**src/inc/sfp_pkg.sv**
```systemverilog
// Constants and types shared by the serial flash pin interface
package sfp_pkg;

  // ****************************************
  // Opcodes handled at the pin level
  // ****************************************
  localparam logic [7:0] SFP_OP_ENTER_4W = 8'h38;
  localparam logic [7:0] SFP_OP_EXIT_4W  = 8'h FF;

  // ****************************************
  // Lane width codes and bit counts
  // ****************************************
  localparam logic [1:0] SFP_LANE_1    = 2'h0;
  localparam logic [1:0] SFP_LANE_2    = 2'h1;
  localparam logic [1:0] SFP_LANE_4    = 2'h2;
  localparam logic [3:0] SFP_BYTE_BITS = 4'h8;
  localparam logic [3:0] SFP_STEP_1    = 4'h1;
  localparam logic [3:0] SFP_STEP_2    = 4'h2;
  localparam logic [3:0] SFP_STEP_4    = 4'h4;

  // ****************************************
  // Pin sample vector layout
  // ****************************************
  localparam int SFP_PIN_CS    = 5;
  localparam int SFP_PIN_SCK   = 4;
  localparam int SFP_PIN_IO3   = 3;
  localparam int SFP_PIN_WIDTH = 6;

  // Frame phase
  typedef enum logic [1:0] {
    SFP_PH_IDLE   = 2'b00,
    SFP_PH_OPCODE = 2'b01,
    SFP_PH_DATA   = 2'b10
  } sfp_phase_t;

endpackage : sfp_pkg

```
**src/core/sfp_pin_interface.sv**
```systemverilog
// Serial flash pin front end: clock sampling, lane muxing, pause and reset pin roles
// Summary of operation
// - Quad enable makes pin four data line 3
// - Role bit picks pause or hardware reset
// - Pause freezes sequence without losing bits
// - Paused and selected: serial output released
// - Pause release resumes where it stopped
// - Idle clock low or high both accepted
// - Capture on rising, drive from falling
// - Dual transfers use lines 0 and 1
// - Quad or four-wire uses lines 0 to 3
// - Opcode 38h enters, FFh leaves four-wire
// - Opcode takes eight clocks or two
// - rst_n or softReset returns to single-line mode; the reset pin role is off in four-wire
module sfp_pin_interface
  import sfp_pkg::*;
(
  input  wire logic       clk,
  input  wire logic       rst_n,
  input  wire logic       chipSelectN,
  input  wire logic       serialClk,
  input  wire logic [3:0] dataLineIn,
  output logic      [3:0] dataLineOut,
  output logic      [3:0] dataLineOe,
  input  wire logic       quadEnableBit,
  input  wire logic       pinRoleSelect,
  input  wire logic       softReset,
  input  wire logic [1:0] busLanes,
  input  wire logic       txDir,
  input  wire logic [7:0] txByte,
  output logic            txTake,
  output logic      [7:0] opcodeByte,
  output logic            opcodeValid,
  output logic      [7:0] rxByte,
  output logic            rxValid,
  output logic            fourWireCommandMode,
  output logic            pausedState,
  output logic            hwResetN
);

  // ****************************************
  // Functions
  // ****************************************
  function automatic logic [3:0] stepOf(input logic [1:0] lane);
    if (lane == SFP_LANE_4) begin
      return SFP_STEP_4;
    end else if (lane == SFP_LANE_2) begin
      return SFP_STEP_2;
    end
    return SFP_STEP_1;
  endfunction : stepOf

  // MSB first; single lane drives line 1, dual drives 1:0, quad 3:0
  function automatic logic [3:0] laneBits(input logic [7:0] b, input logic [1:0] lane);
    if (lane == SFP_LANE_4) begin
      return b[7:4];
    end else if (lane == SFP_LANE_2) begin
      return {2'h0, b[7:6]};
    end
    return {2'h0, b[7], 1'b0};
  endfunction : laneBits

  function automatic logic [3:0] laneMask(input logic [1:0] lane);
    if (lane == SFP_LANE_4) begin
      return 4'hF;
    end else if (lane == SFP_LANE_2) begin
      return 4'h3;
    end
    return 4'h2;
  endfunction : laneMask

  // ****************************************
  // Pin synchronisers
  // ****************************************
  logic [SFP_PIN_WIDTH-1:0] pinMeta_r;
  logic [SFP_PIN_WIDTH-1:0] pinSync_r;
  logic                     sckPrev_r;

  always_ff @(posedge clk) begin
    if (!rst_n) begin
      pinMeta_r <= 6'h3F;
      pinSync_r <= 6'h3F;
      // Same level as the preloaded sync stage: no edge out of reset
      sckPrev_r <= 1'b1;
    end else begin
      pinMeta_r <= {chipSelectN, serialClk, dataLineIn};
      pinSync_r <= pinMeta_r;
      sckPrev_r <= pinSync_r[SFP_PIN_SCK];
    end
  end

  // ****************************************
  // Pin roles and edges
  // ****************************************
  sfp_phase_t phase_r;
  logic [3:0] bitCnt_r;
  logic [7:0] rxShift_r;
  logic [3:0] outCnt_r;
  logic [7:0] txShift_r;
  logic       csHigh;
  logic       pauseRole;
  logic       resetRole;
  logic       paused;
  logic       hwResetReq;
  logic       sckRise;
  logic       sckFall;
  logic [1:0] curLane;
  logic [3:0] step;
  logic [7:0] inNxt;
  logic [3:0] inLanes;

  assign csHigh     = pinSync_r[SFP_PIN_CS];
  assign pauseRole  = !quadEnableBit && !pinRoleSelect && !fourWireCommandMode;
  assign resetRole  = !quadEnableBit && pinRoleSelect && !fourWireCommandMode;
  assign paused     = pauseRole && !pinSync_r[SFP_PIN_IO3] && !csHigh;
  assign hwResetReq = resetRole && !pinSync_r[SFP_PIN_IO3];
  // Only edges seen while selected and not paused count; idle level is irrelevant
  assign sckRise = pinSync_r[SFP_PIN_SCK] && !sckPrev_r && !csHigh && !paused;
  assign sckFall = !pinSync_r[SFP_PIN_SCK] && sckPrev_r && !csHigh && !paused;

  // Four-wire mode forces quad on every phase; opcode is single-line otherwise
  assign curLane = fourWireCommandMode ? SFP_LANE_4 :
                   (phase_r == SFP_PH_DATA ? busLanes : SFP_LANE_1);
  assign step    = stepOf(curLane);
  assign inLanes = pinSync_r[3:0];

  always_comb begin
    if (curLane == SFP_LANE_4) begin
      inNxt = {rxShift_r[3:0], inLanes};
    end else if (curLane == SFP_LANE_2) begin
      inNxt = {rxShift_r[5:0], inLanes[1:0]};
    end else begin
      inNxt = {rxShift_r[6:0], inLanes[0]};
    end
  end

  // ****************************************
  // Capture path
  // ****************************************
  always_ff @(posedge clk) begin
    if (!rst_n || hwResetReq || csHigh) begin
      phase_r     <= SFP_PH_IDLE;
      bitCnt_r    <= 4'h0;
      rxShift_r   <= 8'h00;
      opcodeValid <= 1'b0;
      rxValid     <= 1'b0;
      if (!rst_n) begin
        opcodeByte <= 8'h00;
        rxByte     <= 8'h00;
      end
    end else begin
      opcodeValid <= 1'b0;
      rxValid     <= 1'b0;
      case (phase_r)
        SFP_PH_IDLE: begin
          phase_r  <= SFP_PH_OPCODE;
          bitCnt_r <= 4'h0;
        end
        default: begin
          // Frozen while paused: bit count and partial byte are kept
          if (sckRise) begin
            rxShift_r <= inNxt;
            if (bitCnt_r + step == SFP_BYTE_BITS) begin
              bitCnt_r <= 4'h0;
              if (phase_r == SFP_PH_OPCODE) begin
                opcodeByte  <= inNxt;
                opcodeValid <= 1'b1;
                phase_r     <= SFP_PH_DATA;
              end else begin
                rxByte  <= inNxt;
                rxValid <= 1'b1;
              end
            end else begin
              bitCnt_r <= bitCnt_r + step;
            end
          end
        end
      endcase
    end
  end

  // ****************************************
  // Drive path
  // ****************************************
  always_ff @(posedge clk) begin
    if (!rst_n) begin
      dataLineOut <= 4'h0;
      txShift_r   <= 8'h00;
      outCnt_r    <= 4'h0;
      txTake      <= 1'b0;
    end else begin
      txTake <= 1'b0;
      if (csHigh || hwResetReq) begin
        outCnt_r <= 4'h0;
      end else if (sckFall && phase_r == SFP_PH_DATA && txDir) begin
        if (outCnt_r == 4'h0) begin
          dataLineOut <= laneBits(txByte, curLane);
          txShift_r   <= txByte << step;
          outCnt_r    <= SFP_BYTE_BITS - step;
          txTake      <= 1'b1;
        end else begin
          dataLineOut <= laneBits(txShift_r, curLane);
          txShift_r   <= txShift_r << step;
          outCnt_r    <= outCnt_r - step;
        end
      end
    end
  end

  // Enables released on deselect, pause or pin reset; no bus fight on shared lines
  always_ff @(posedge clk) begin
    if (!rst_n || csHigh || paused || hwResetReq) begin
      dataLineOe <= 4'h0;
    end else if (phase_r == SFP_PH_DATA && txDir) begin
      dataLineOe <= laneMask(curLane);
    end else begin
      dataLineOe <= 4'h0;
    end
  end

  // ****************************************
  // Mode and pin role state
  // ****************************************
  always_ff @(posedge clk) begin
    if (!rst_n || softReset || hwResetReq) begin
      fourWireCommandMode <= 1'b0;
    end else if (csHigh && phase_r == SFP_PH_DATA) begin
      // Switch only once the command frame closes
      if (opcodeByte == SFP_OP_ENTER_4W) begin
        fourWireCommandMode <= 1'b1;
      end else if (opcodeByte == SFP_OP_EXIT_4W) begin
        fourWireCommandMode <= 1'b0;
      end
    end
  end

  always_ff @(posedge clk) begin
    if (!rst_n) begin
      pausedState <= 1'b0;
      hwResetN    <= 1'b1;
    end else begin
      pausedState <= paused;
      hwResetN    <= !hwResetReq;
    end
  end

  // ****************************************
  // Assertions
  // ****************************************
  chk_quad_no_pause: assert property (@(posedge clk) disable iff (!rst_n)
    $past(quadEnableBit) && quadEnableBit |-> !pausedState && hwResetN)
    else $error("pause or reset role active with quad enable set");

  chk_reset_role: assert property (@(posedge clk) disable iff (!rst_n)
    hwResetReq |=> !hwResetN && !fourWireCommandMode)
    else $error("reset role low did not reset");

  chk_pause_freeze: assert property (@(posedge clk) disable iff (!rst_n)
    paused && !csHigh && phase_r != SFP_PH_IDLE |=> $stable(bitCnt_r) && $stable(rxShift_r))
    else $error("sequence moved while paused");

  chk_pause_hiz: assert property (@(posedge clk) disable iff (!rst_n)
    pausedState |-> dataLineOe == 4'h0)
    else $error("line driven while paused");

  chk_resume_keep: assert property (@(posedge clk) disable iff (!rst_n)
    $fell(pausedState) && !csHigh |-> bitCnt_r == $past(bitCnt_r, 2))
    else $error("bit position lost over pause");

  chk_fall_drive: assert property (@(posedge clk) disable iff (!rst_n)
    $changed(dataLineOut) |-> $past(sckFall))
    else $error("output changed without falling edge");

  chk_rise_capture: assert property (@(posedge clk) disable iff (!rst_n)
    sckRise && phase_r != SFP_PH_IDLE |=> bitCnt_r != $past(bitCnt_r) || $past(bitCnt_r + step) == 4'h8)
    else $error("rising edge not captured");

  chk_lane_width: assert property (@(posedge clk) disable iff (!rst_n)
    dataLineOe[3] || dataLineOe[0] |-> $past(curLane) != SFP_LANE_1)
    else $error("extra lane driven in single mode");

  chk_four_wire_op: assert property (@(posedge clk) disable iff (!rst_n)
    csHigh && phase_r == SFP_PH_DATA && opcodeByte == SFP_OP_ENTER_4W
      && !softReset && !hwResetReq |=> fourWireCommandMode)
    else $error("four-wire mode not entered");

  chk_soft_reset: assert property (@(posedge clk) disable iff (!rst_n)
    softReset |=> !fourWireCommandMode)
    else $error("software reset kept four-wire mode");

  chk_deselect_idle: assert property (@(posedge clk) disable iff (!rst_n)
    csHigh |=> dataLineOe == 4'h0 && !rxValid && !opcodeValid)
    else $error("activity while deselected");

  cov_enter_four: cover property (@(posedge clk) disable iff (!rst_n)
    $rose(fourWireCommandMode));
  cov_pause: cover property (@(posedge clk) disable iff (!rst_n)
    $fell(pausedState) && !csHigh);
  cov_quad_read: cover property (@(posedge clk) disable iff (!rst_n)
    txTake && curLane == SFP_LANE_4);
  cov_rx_byte: cover property (@(posedge clk) disable iff (!rst_n) rxValid);

endmodule : sfp_pin_interface

```
**config.mk**
```make
export PLATFORM = sky130hd
export DESIGN_NAME = sfp_pin_interface
export DESIGN_NICKNAME = d
export VERILOG_FILES = /design/src/inc/sfp_pkg.sv /design/src/core/sfp_pin_interface.sv
export SDC_FILE = /design/constraint.sdc
export NUM_CORES = 1
export LEC_CHECK = 0
export CORE_MARGIN = 3
export CORE_UTILIZATION = 47
export DETAILED_ROUTE_END_ITERATION = 7
export DONT_BUFFER_PORTS = 1
export PLACE_DENSITY_LB_ADDON = 0.25
export SETUP_SLACK_MARGIN = 0.5
export SYNTH_ARGS = -nofsm -noshare
export SYNTH_HDL_FRONTEND = slang
export SYNTH_SLANG_ARGS = --single-unit
```
**constraint.sdc**
```tcl
create_clock -name clk -period 3.6 [get_ports clk]
set_clock_uncertainty 0.15 [all_clocks]
set_input_delay 0.72 -clock clk [delete_from_list [all_inputs] [get_ports clk]]
set_output_delay 0.72 -clock clk [all_outputs]
set_load 0.01 [all_outputs]
```
Yosys cells after proc, flatten, opt, wreduce, memory -nomap -nowiden
Index checks and enable logic that the tools add are counted.
{ "op_classes": {"add_sub_neg": 3, "eq_ne": 10, "bitwise": 8, "muxes": 52, "div": 0, "magnitude_cmp": 0, "multipliers": 0, "n_reduce_logical": 57, "shifts": 2} }
{ "ops": {"columns": ["cell", "count"], "rows": [
  ["$mux 8", 14],
  ["$mux 4", 14],
  ["$mux 1", 21],
  ["$logic_and 1x1->1", 17],
  ["$shl 8x4->8", 2],
  ["$reduce_bool 2->1", 7],
  ["$logic_not 1->1", 10],
  ["$reduce_and 5->1", 2],
  ["$eq 8x6->1 const B", 1],
  ["$eq 8x8->1 const B", 1],
  ["$logic_or 1x1->1", 8],
  ["$not 1->1", 8],
  ["$mux 2", 3],
  ["$ne 2x2->1 const B", 3],
  ["$reduce_and 2->1", 3],
  ["$reduce_and 3->1", 2],
  ["$reduce_or 2->1", 3],
  ["$reduce_or 3->1", 2],
  ["$add 4x4->4", 1],
  ["$eq 2x1->1 const B", 2],
  ["$eq 2x2->1 const B", 2],
  ["$eq 4x4->1 const B", 1],
  ["$logic_not 4->1", 1],
  ["$reduce_or 4->1", 1],
  ["3 further kinds", 3]
]} }
{ "totals": {"in_bits": 22, "ramBits": 0, "rom_bits": 0, "ff_bits": 68, "latchBits": 0, "mem_count": 0, "output_inout_bits": 30, "elab_cells": 152} }

Longest topological paths before layout
Gate-level depths: netlist (run 1).
{ "depth": {"word_depth": 14, "depth_mapped": 11, "mapped_depth_nobuf": 11} }

Least setup slack after synthesis (run 1)
OpenSTA, ideal clock, no wires.
{ "synth_path": {"path_type": "in2reg", "startpoint": "input port busLanes[0]", "endpoint": "register opcodeByte[0] (enable)", "slack_ns": -0.220, "setup_time_ns": 0.387, "t_arrival_ns": 3.283, "path_stages": 9, "t_required_ns": 3.063, "cell_sequence": "nor3b_1 -> ha_1 -> ha_1 -> fa_1 -> xnor3_1 -> nand2_1 -> nor2_1 -> o2111ai_1 -> o31ai_1"} }
{ "synth_between": {"elab_chain_len": 10, "word_cells_on_any_way": 12} }
{ "synth_rtl": {"columns": ["item", "line", "source"], "rows": [
  ["start: declaration", "sfp_pin_interface.sv:28", "input wire logic [1:0] busLanes,"],
  ["$mux 2 (*)", "sfp_pin_interface.sv:123", "(phase_r == SFP_PH_DATA ? busLanes : SFP_LANE_1);"],
  ["$mux 2 (*)", "sfp_pin_interface.sv:122", "assign curLane = fourWireCommandMode ? SFP_LANE_4 :"],
  ["$eq 2x1->1", "sfp_pin_interface.sv:47", "end else if (lane == SFP_LANE_2) begin"],
  ["$mux 1", "sfp_pin_interface.sv:47", null],
  ["$mux 1", "sfp_pin_interface.sv:45", "if (lane == SFP_LANE_4) begin"],
  ["$mux 4 (*)", "sfp_pin_interface.sv:50", "return SFP_STEP_1;"],
  ["$add 4x4->4 (*)", "sfp_pin_interface.sv:163", "if (bitCnt_r + step == SFP_BYTE_BITS) begin"],
  ["$eq 4x4->1 (*)", "sfp_pin_interface.sv:163", null],
  ["$reduce_bool 2->1 (no source line) (*)", null, null],
  ["$reduce_and 5->1 (no source line) (*)", null, null],
  ["end signal: assignment", "sfp_pin_interface.sv:166", "opcodeByte <= inNxt;"],
  ["end: declaration", "sfp_pin_interface.sv:32", "output logic [7:0] opcodeByte,"]
]} }
Mark *: on every way between the ends. The rest lies on a longest branch, timed or not.
A chain may end at the register's enable or synchronous reset.

Worst setup path in the final report (run 1)
{ "layout_path": {"startpoint": "register phase_r[0]", "endpoint": "register opcodeByte[0] (enable)"} }
{ "layout_between": {"elab_chain_len": 11, "word_cells_on_any_way": 17} }
{ "layout_rtl": {"columns": ["item", "line", "source"], "rows": [
  ["start: declaration", "sfp_pin_interface.sv:95", "sfp_phase_t phase_r;"],
  ["start signal: assignment", "sfp_pin_interface.sv:142", "phase_r <= SFP_PH_IDLE;"],
  ["start signal: assignment", "sfp_pin_interface.sv:156", "phase_r <= SFP_PH_OPCODE;"],
  ["start signal: assignment", "sfp_pin_interface.sv:168", "phase_r <= SFP_PH_DATA;"],
  ["$eq 2x2->1", "sfp_pin_interface.sv:123", null],
  ["$mux 2", "sfp_pin_interface.sv:123", null],
  ["$mux 2", "sfp_pin_interface.sv:122", null],
  ["$eq 2x1->1", "sfp_pin_interface.sv:47", null],
  ["$mux 1", "sfp_pin_interface.sv:47", null],
  ["$mux 1", "sfp_pin_interface.sv:45", null],
  ["$mux 4", "sfp_pin_interface.sv:50", null],
  ["$add 4x4->4", "sfp_pin_interface.sv:163", null],
  ["$eq 4x4->1", "sfp_pin_interface.sv:163", null],
  ["$reduce_bool 2->1 (no source line)", null, null],
  ["$reduce_and 5->1 (no source line) (*)", null, null]
]} }
Marks and branches as above.

==> summary.txt, run 1 <==
Global route
  • GR Util All Layers: 18.9%
  • Grt ovf: 0
  • Vias in the first global route: 2206
  • Pin count of the biggest net entering global routing: 22
  • Initial antenna violation count: 0
  • First-pass GRT wire length: 11.1 mm

Die
  • Core Box Area: 6460 µm²
  • Die footprint: 7760 µm²
  • Die W: 88.1 µm
  • Ports: 52
  • FP Rows: 29
  • Die H: 88.1 µm
  • Starting Density: 49.1%

Place
  • Port Buffers: 0
  • Placed Instances: 393
  • Placed Area: 3290 µm²
  • DP Wirelength: 5.05 mm
  • Pre-CTS setup slack: 152 ps
  • GP Congestion: 0.805

Final layout
  • Non-filler cells in the finished layout: 416
  • Commonest non-fill, non-tap cell in the layout: dfxtp_1
  • Final Util: 56.0%
  • Fillers: 585
  • Post-route cell area: 3610 µm²
  • Commonest non-fill, non-tap cells in the layout: 48 x dfxtp_1, 45 x nor2_1, 23 x mux2i_1, 23 x a21oi_1, 19 x nand2_1
  • Synth-to-Final Area Change: 14.1%
  • Register area: 1510 µm²
  • Share of cells above drive strength 1: 17.1%
  • ANT cells: 0
  • Nets: 365
  • Multi-input gate area: 1660 µm²

Routing
  • Post-Route WL: 7.03 mm
  • Via density: 5.71
  • Detail Route Antenna Nets: 0
  • DRC: 0
  • Drt pass-1 iters: 4
  • WL/cell: 16.9 µm
  • Iter 0 DRT Violations: 171
  • Via Count: 2376

Outcome
  • Status: complete, no violations

Synth
  • Commonest register cell after synthesis: dfxtp_1
  • Synth Area in XOR/XNOR: 1.54%
  • Synth warn: 0
  • Post-synth EDFFs: 16
  • Syn Nets: 355
  • Synth cell types: 52
  • FFs w/ async S/R, synth: 0%
  • Post-Synthesis Cell Area: 3170 µm²
  • Synth Area in Simple Gates: 20.5%
  • Synthesized instance count: 324
  • Post-Syn Area per Cell: 9.78 µm²
  • Yosys reg bits: 67
  • Post-synthesis mux area share: 11.8%
  • Largest family of logic cells by synthesized area: simple AND/OR/NAND/NOR gates
  • Post-synthesis sequential area ratio: 47.4%
  • Synth Area in Compound Gates: 11.3%
  • Adder-cell share of the synthesized area: 4.03%

STA
  • Fin Setup TNS: 0 ps
  • Tightest Pin Transition: 1010 ps
  • RSZ-0062 raised after global routing: no
  • Final setup fails: 0
  • Fin Hold WS: 262 ps
  • Max-slew headroom: 32.5%
  • Tcrit/Tclk final: 83.8%
  • Crit path time final: 3020 ps
  • Final WS setup: 584 ps
  • Final hold violations: 0
  • Fin. max-slew vios: 0
  • Fmax: 332 MHz

Critical path
  • Critical path peak fanout: 8
  • Critical path endpoint category: flop
  • CP Data Arrival Time: 2930 ps
  • Critical Path Source Type: flop
  • Worst EP required: 3520 ps
  • Path type of the worst setup path: flop to flop

Clocking
  • Sink Count: 67
  • Worst-path clk slew: 80 ps
  • Clk buf depth: 2
  • CTS Root Cell: clkbuf_8
  • Latest clock arrival within the worst-skew pair: 340 ps
  • H-tree depth: 3
  • CTS Buf Count: 9
  • CTS Hold Buffers Added: 0
  • CTS tree: yes

Power and ir drop
  • Flop pwr share: 54.5%
  • NetSw: 0.333 mW
  • Clock network power share: 43.2%
  • Gate power share: 2.4%
  • Design Power: 1.45 mW
  • PwrDens: 402 nW/µm²
  • Power Internal: 1.12 mW
  • Switching Share: 22.9%
  • Leakage: 1.38 nW
  • Peak VDD IR: 0.248 mV

Run
  • Max_cap viols: 0

Worst hold path
  • Hold WC Path Type: flop to flop
==> worst max-delay path, cell delays in order, from the launching register on <==
cell and delay (ps):
dfxtp_4 370, nand2b_4 170, nor3b_4 240, ha_4 250
ha_4 160, fa_2 370, xnor3_1 230, nand2_2 80
nor2_4 120, o2111ai_4 140, o31ai_4 300, buf_12 160
==> path summary, 6_finish.rpt <==
| check | from | to | slack [ps] | cells after the start |
|---|---|---|---|---|
| hold reg to reg | pinMeta_r[2] | pinSync_r[2] | 260 | 1 |
| setup reg to reg | phase_r[0] | opcodeByte[0] | 580 | 11 |
| setup / recovery | phase_r[0] | opcodeByte[0] | 580 | 11 |
| hold / removal | pinMeta_r[2] | pinSync_r[2] | 260 | 1 |
==> layer usage <==
layer / share of wire, % / up-vias / global-route usage [%]
li1: - / 1172 / -
met5: 0 / - / 0
met4: 1.3 / 0 / 6.87
met3: 5.4 / 8 / 5.55
met1: 46 / 1129 / 25.6
met2: 47 / 67 / 28.8
==> power groups by stage <==
stage               Clock, mW  Combinational (mW)  Sequential [mW]
finish                  0.627              0.0343            0.791
global route            0.681              0.0382            0.793
CTS                     0.645              0.0338            0.792
detailed placement          0              0.0310            0.811
global placement            0              0.0304            0.810
floorplan                   0              0.0281            0.808
==> repair_timing <==
| item | 4_1_cts | 5_1_grt |
|---|---|---|
| endpoints found under the setup margin | 8 | 16 |
| setup buffers | 2 | 5 |
| gates cloned | 0 | 0 |
| gates resized for setup | 7 | 6 |
| pin swaps | 2 | 8 |
==> cells in the mapped netlist (all sizes together), types with 6 or more instances <==
cell type  number  area [µm²]
dfxtp          51        1020
nor2           47         176
a21oi          23         115
mux2i          23         230
nand2          20        75.1
nand2b         18         113
edfxtp         16         480
o21ai          11        55.1
inv             9        33.8
nor3            9        45.0
clkbuf          8        30.0
buf             7        43.8
ha              7        87.6
mux2            6        67.6
==> registers in the layout, indices dropped and copies added, names as in the netlist <==
| register | cells |
|---|---|
| rxValid | 1 |
| rxShift_r | 7 |
| phase_r | 2 |
| hwResetN | 1 |
| rxByte | 8 |
| dataLineOe | 3 |
| fourWireCommandMode | 1 |
| outCnt_r | 4 |
| txShift_r | 8 |
| sckPrev_r | 1 |
| pinSync_r | 6 |
| opcodeByte | 8 |
| dataLineOut | 4 |
| opcodeValid | 1 |
| pausedState | 1 |
| bitCnt_r | 4 |
| txTake | 1 |
| pinMeta_r | 6 |
==> layout make-up <==
class / count / share of cell area, %
Clock buffer: 9 / 3.43
Clock inverter: 7 / 2.11
Inverter: 9 / 0.935
Multi-Input combinational cell: 233 / 45.8
Sequential cell: 67 / 41.8
Tap cell: 77 / 2.67
Timing Repair Buffer: 14 / 3.25
==> cell families (layout without fill, tap and decap cells) <==
family / after synthesis / after routing
XOR/XNOR: 4 / 4
multiplexers: 32 / 32
flip-flops: 67 / 67
AND/OR/NAND/NOR: 130 / 130
buffers and inverters: 24 / 39
AO/OA/AOI/OAI: 58 / 58
adder cells (fa/ha/maj): 9 / 9
Power figures use the tool's default switching activity.
==> run 2, diff against run 1 <==
Settings changed: ABC_AREA set to 1.
Clock period 3.6 ns to 2.5 ns, I/O delays scaled along.
==> run 2 against run 1 <==
The run now ends with setup timing left. Die area grew 1.7%. Global-route usage grew 2.4 points. Synthesized area grew 1.8%. Clock power grew 57%. Sequential cell count is the same. Register-to-register slack lost 740 ps. First-iteration DRC count grew 85%. Cell area grew 16%. Critical path type unchanged. Largest power group unchanged.
==> summary.txt, run 2 <==
Routing
  • Post-Route WL: 8.39 mm (+19%)
  • Via Count: 2837 (+19%)
  • Iter 0 DRT Violations: 317 (+85%)
  • DRC: 0 (unchanged)
  • Detail Route Antenna Nets: 0 (unchanged)
  • WL/cell: 16.3 µm (-3.4%)
  • Drt pass-1 iters: 5 (+1)
  • Via density: 5.52 (-3.4%)

Global route
  • Grt ovf: 0 (unchanged)
  • First-pass GRT wire length: 12.6 mm (+13%)
  • GR Util All Layers: 21.3% (+2.4 points)
  • Vias in the first global route: 2705 (+23%)
  • Initial antenna violation count: 0 (unchanged)
  • Pin count of the biggest net entering global routing: 23 (+4.5%)

Critical path
  • Flop2flop setup slack: -150 ps (-740 ps)
  • Worst EP required: 2400 ps (-1120 ps)
  • Path type of the worst setup path: flop to flop
  • Reg2Reg Capture Point: opcodeByte[2]
  • Critical path peak fanout: 8 (unchanged)
  • CP Data Arrival Time: 2550 ps (-380 ps)
  • End of the critical path: opcodeByte[2]
  • Critical path endpoint category: flop
  • Critical Path Source Type: flop
  • CP Launch Point: phase_r[0]
  • R2R Path Start: phase_r[0]
  • Reg2Reg Depth: 12 (+1)

Synth
  • Post-synth EDFFs: 16 (unchanged)
  • Synthesized instance count: 389 (+20%)
  • Area leader, netlist: dfxtp_1
  • Post-Syn Area per Cell: 8.29 µm² (-15%)
  • Post-synthesis sequential area ratio: 46.5% (-0.85 points)
  • Commonest cells post-synth: 66 x nand2_1, 51 x dfxtp_1, 50 x inv_1
  • Synth cell types: 43 (-17%)
  • Commonest register cell after synthesis: dfxtp_1
  • Yosys reg bits: 67 (unchanged)
  • Syn Nets: 420 (+18%)
  • Post-Synthesis Cell Area: 3230 µm² (+1.8%)
  • FFs w/ async S/R, synth: 0% (unchanged)
  • Synth area leaders: dfxtp_1 32%, edfxtp_1 15%, nand2_1 7.7%, inv_1 5.8%, nand3_1 5.7%
  • Synth warn: 0 (unchanged)
  • Synth top area share: 31.7% (-0.58 points)
  • Most numerous cell in the Yosys netlist: nand2_1

Final layout
  • Commonest non-fill, non-tap cells in the layout: 58 x nand2_1, 49 x dfxtp_1, 36 x inv_1
  • Commonest non-fill, non-tap cell in the layout: nand2_1
  • Fillers: 467 (-20%)
  • Share of cells above drive strength 1: 37.3% (+20 points)
  • Synth-to-Final Area Change: 30.5%
  • ANT cells: 0 (unchanged)
  • Nets: 463 (+27%)
  • Non-filler cells in the finished layout: 514 (+24%)
  • Register area: 1500 µm² (-0.41%)
  • Multi-input gate area: 1750 µm² (+5.4%)
  • Top flop regs: opcodeByte (8), rxByte (8), txShift_r (8)

Clocking
  • Sink Count: 67 (unchanged)
  • CTS Hold Buffers Added: 0 (unchanged)
  • Latest clock arrival within the worst-skew pair: 350 ps (about the same)
  • H-tree depth: 3 (unchanged)
  • CTS tree: yes
  • Worst-path clk slew: 80 ps (about the same)
  • Clk buf depth: 2 (unchanged)
  • CTS Buf Count: 9 (unchanged)
  • CTS Root Cell: clkbuf_8

Die
  • Core Box Area: 6490 µm² (+0.56%)
  • Die H: 88.8 µm (+0.85%)
  • Die footprint: 7890 µm² (+1.7%)
  • Die W: 88.8 µm (+0.85%)
  • Starting Density: 49.7% (+0.61 points)
  • FP Rows: 29 (unchanged)
  • Ports: 52 (unchanged)

STA
  • Final setup fails: 19 (+19)
  • Fin. max-slew vios: 0 (unchanged)
  • Fin Hold WS: 75.5 ps (-186 ps)
  • Max-slew headroom: 72.8% (+40 points)
  • Final WS setup: -154 ps (-738 ps)
  • Fmax: 377 MHz (+14%)
  • Tightest Pin Transition: 404 ps (-607 ps)
  • Crit path time final: 2650 ps (-362 ps)
  • Tcrit/Tclk final: 106% (+22 points)
  • Final hold violations: 0 (unchanged)
  • RSZ-0062 raised after global routing: yes

Run
  • Max_cap viols: 0 (unchanged)

Place
  • Port Buffers: 0 (unchanged)
  • GP Congestion: 0.863 (+7.3%)
  • Pre-CTS setup slack: -193 ps (-345 ps)
  • DP Wirelength: 5.33 mm (+5.6%)
  • Placed Instances: 469 (+19%)

Power and ir drop
  • Leakage: 1.58 nW (+14%)
  • Design Power: 2.20 mW (+51%)
  • Peak VDD IR: 0.362 mV (+46%)
  • PwrDens: 522 nW/µm² (+30%)

Outcome
  • Failing checks: setup timing
  • Status: finished, violations left

Worst hold path
  • Hold WC Path Type: input port to flop
[run 2: cell type report]
type / count / share of cell area, %
Timing Repair Buffer: 45 / 9.84
Tap cell: 77 / 2.29
Clock buffer: 13 / 4.28
Inverter: 54 / 5.38
Multi-Input combinational cell: 255 / 41.5
Sequential cell: 67 / 35.7
Clock inverter: 3 / 0.981
[run 2: stage by stage]
| step | setup TNS, ps | util, % | area, µm² |
|---|---|---|---|
| 6_report | -2590 | 64.8 | 4210 |
| 5_1_grt | -5060 | 64.8 | 4210 |
| 4_1_cts | -1600 | 62.3 | 4050 |
| 3_5_place_dp | -2890 | 52.6 | 3420 |
| 3_3_place_gp | -1720 | 52.6 | 3420 |
| 2_1_floorplan | -670 | - | 3300 |
[run 2: kinds of logic after synthesis]
| group | after synthesis | share of synthesized area [%] |
|---|---|---|
| AOI/OAI and AO/OA | 54 | 9.58 |
| xor gates and xnor gates | 3 | 0.815 |
| adders and majority gates | 9 | 3.96 |
| buffers and inverters | 67 | 9.35 |
| DFF | 67 | 46.5 |
| and+or+nand+nor | 189 | 29.8 |
[run 2: worst max-delay path, stage by stage (launching register included)]
cell and delay (ps):
dfxtp_2 330, inv_2 80, nand2_4 70, o21ai_4 140, inv_2 60, ha_4 270, ha_4 130, fa_2 460
nor2_2 130, nand2_2 90, nor2_4 100, nand4_1 160, nand2_4 180
[run 2: timing repair]
action                                  CTS  global route
gates resized for setup                  55            29
pin swaps                                24            15
buffers inserted                         24             5
endpoints found under the setup margin   56            60
[run 2: worst min path at each step]
stage / cells after the start / slack [ps] / to / startpoint
after detailed placement: 1 / 250 / pinSync_r[0] / pinMeta_r[0]
after global routing: 1 / 60 / sckPrev_r / rst_n
after global placement: 1 / 250 / pinSync_r[4] / pinMeta_r[4]
after floorplan: 1 / 240 / pinSync_r[0] / pinMeta_r[0]
after CTS: 1 / 70 / sckPrev_r / rst_n
final: 1 / 80 / sckPrev_r / rst_n
[run 2: layer usage]
| metal | vias up | global-route usage, % | wire length [µm] | part of all wire (%) |
|---|---|---|---|---|
| li1 | 1359 | - | - | - |
| met1 | 1300 | 25.7 | 3430 | 41 |
| met4 | 0 | 11.0 | 312 | 3.7 |
| met3 | 32 | 7.82 | 720 | 8.6 |
| met2 | 146 | 33.3 | 3930 | 47 |
| met5 | - | 0 | 0 | 0 |
[run 2: where the power goes]
part | internal [mW] | switching (mW) | leakage (nW)
Clock | 0.575 | 0.412 | 0.115
Combinational | 0.0254 | 0.0430 | 0.883
Sequential | 1.13 | 0.0152 | 0.580
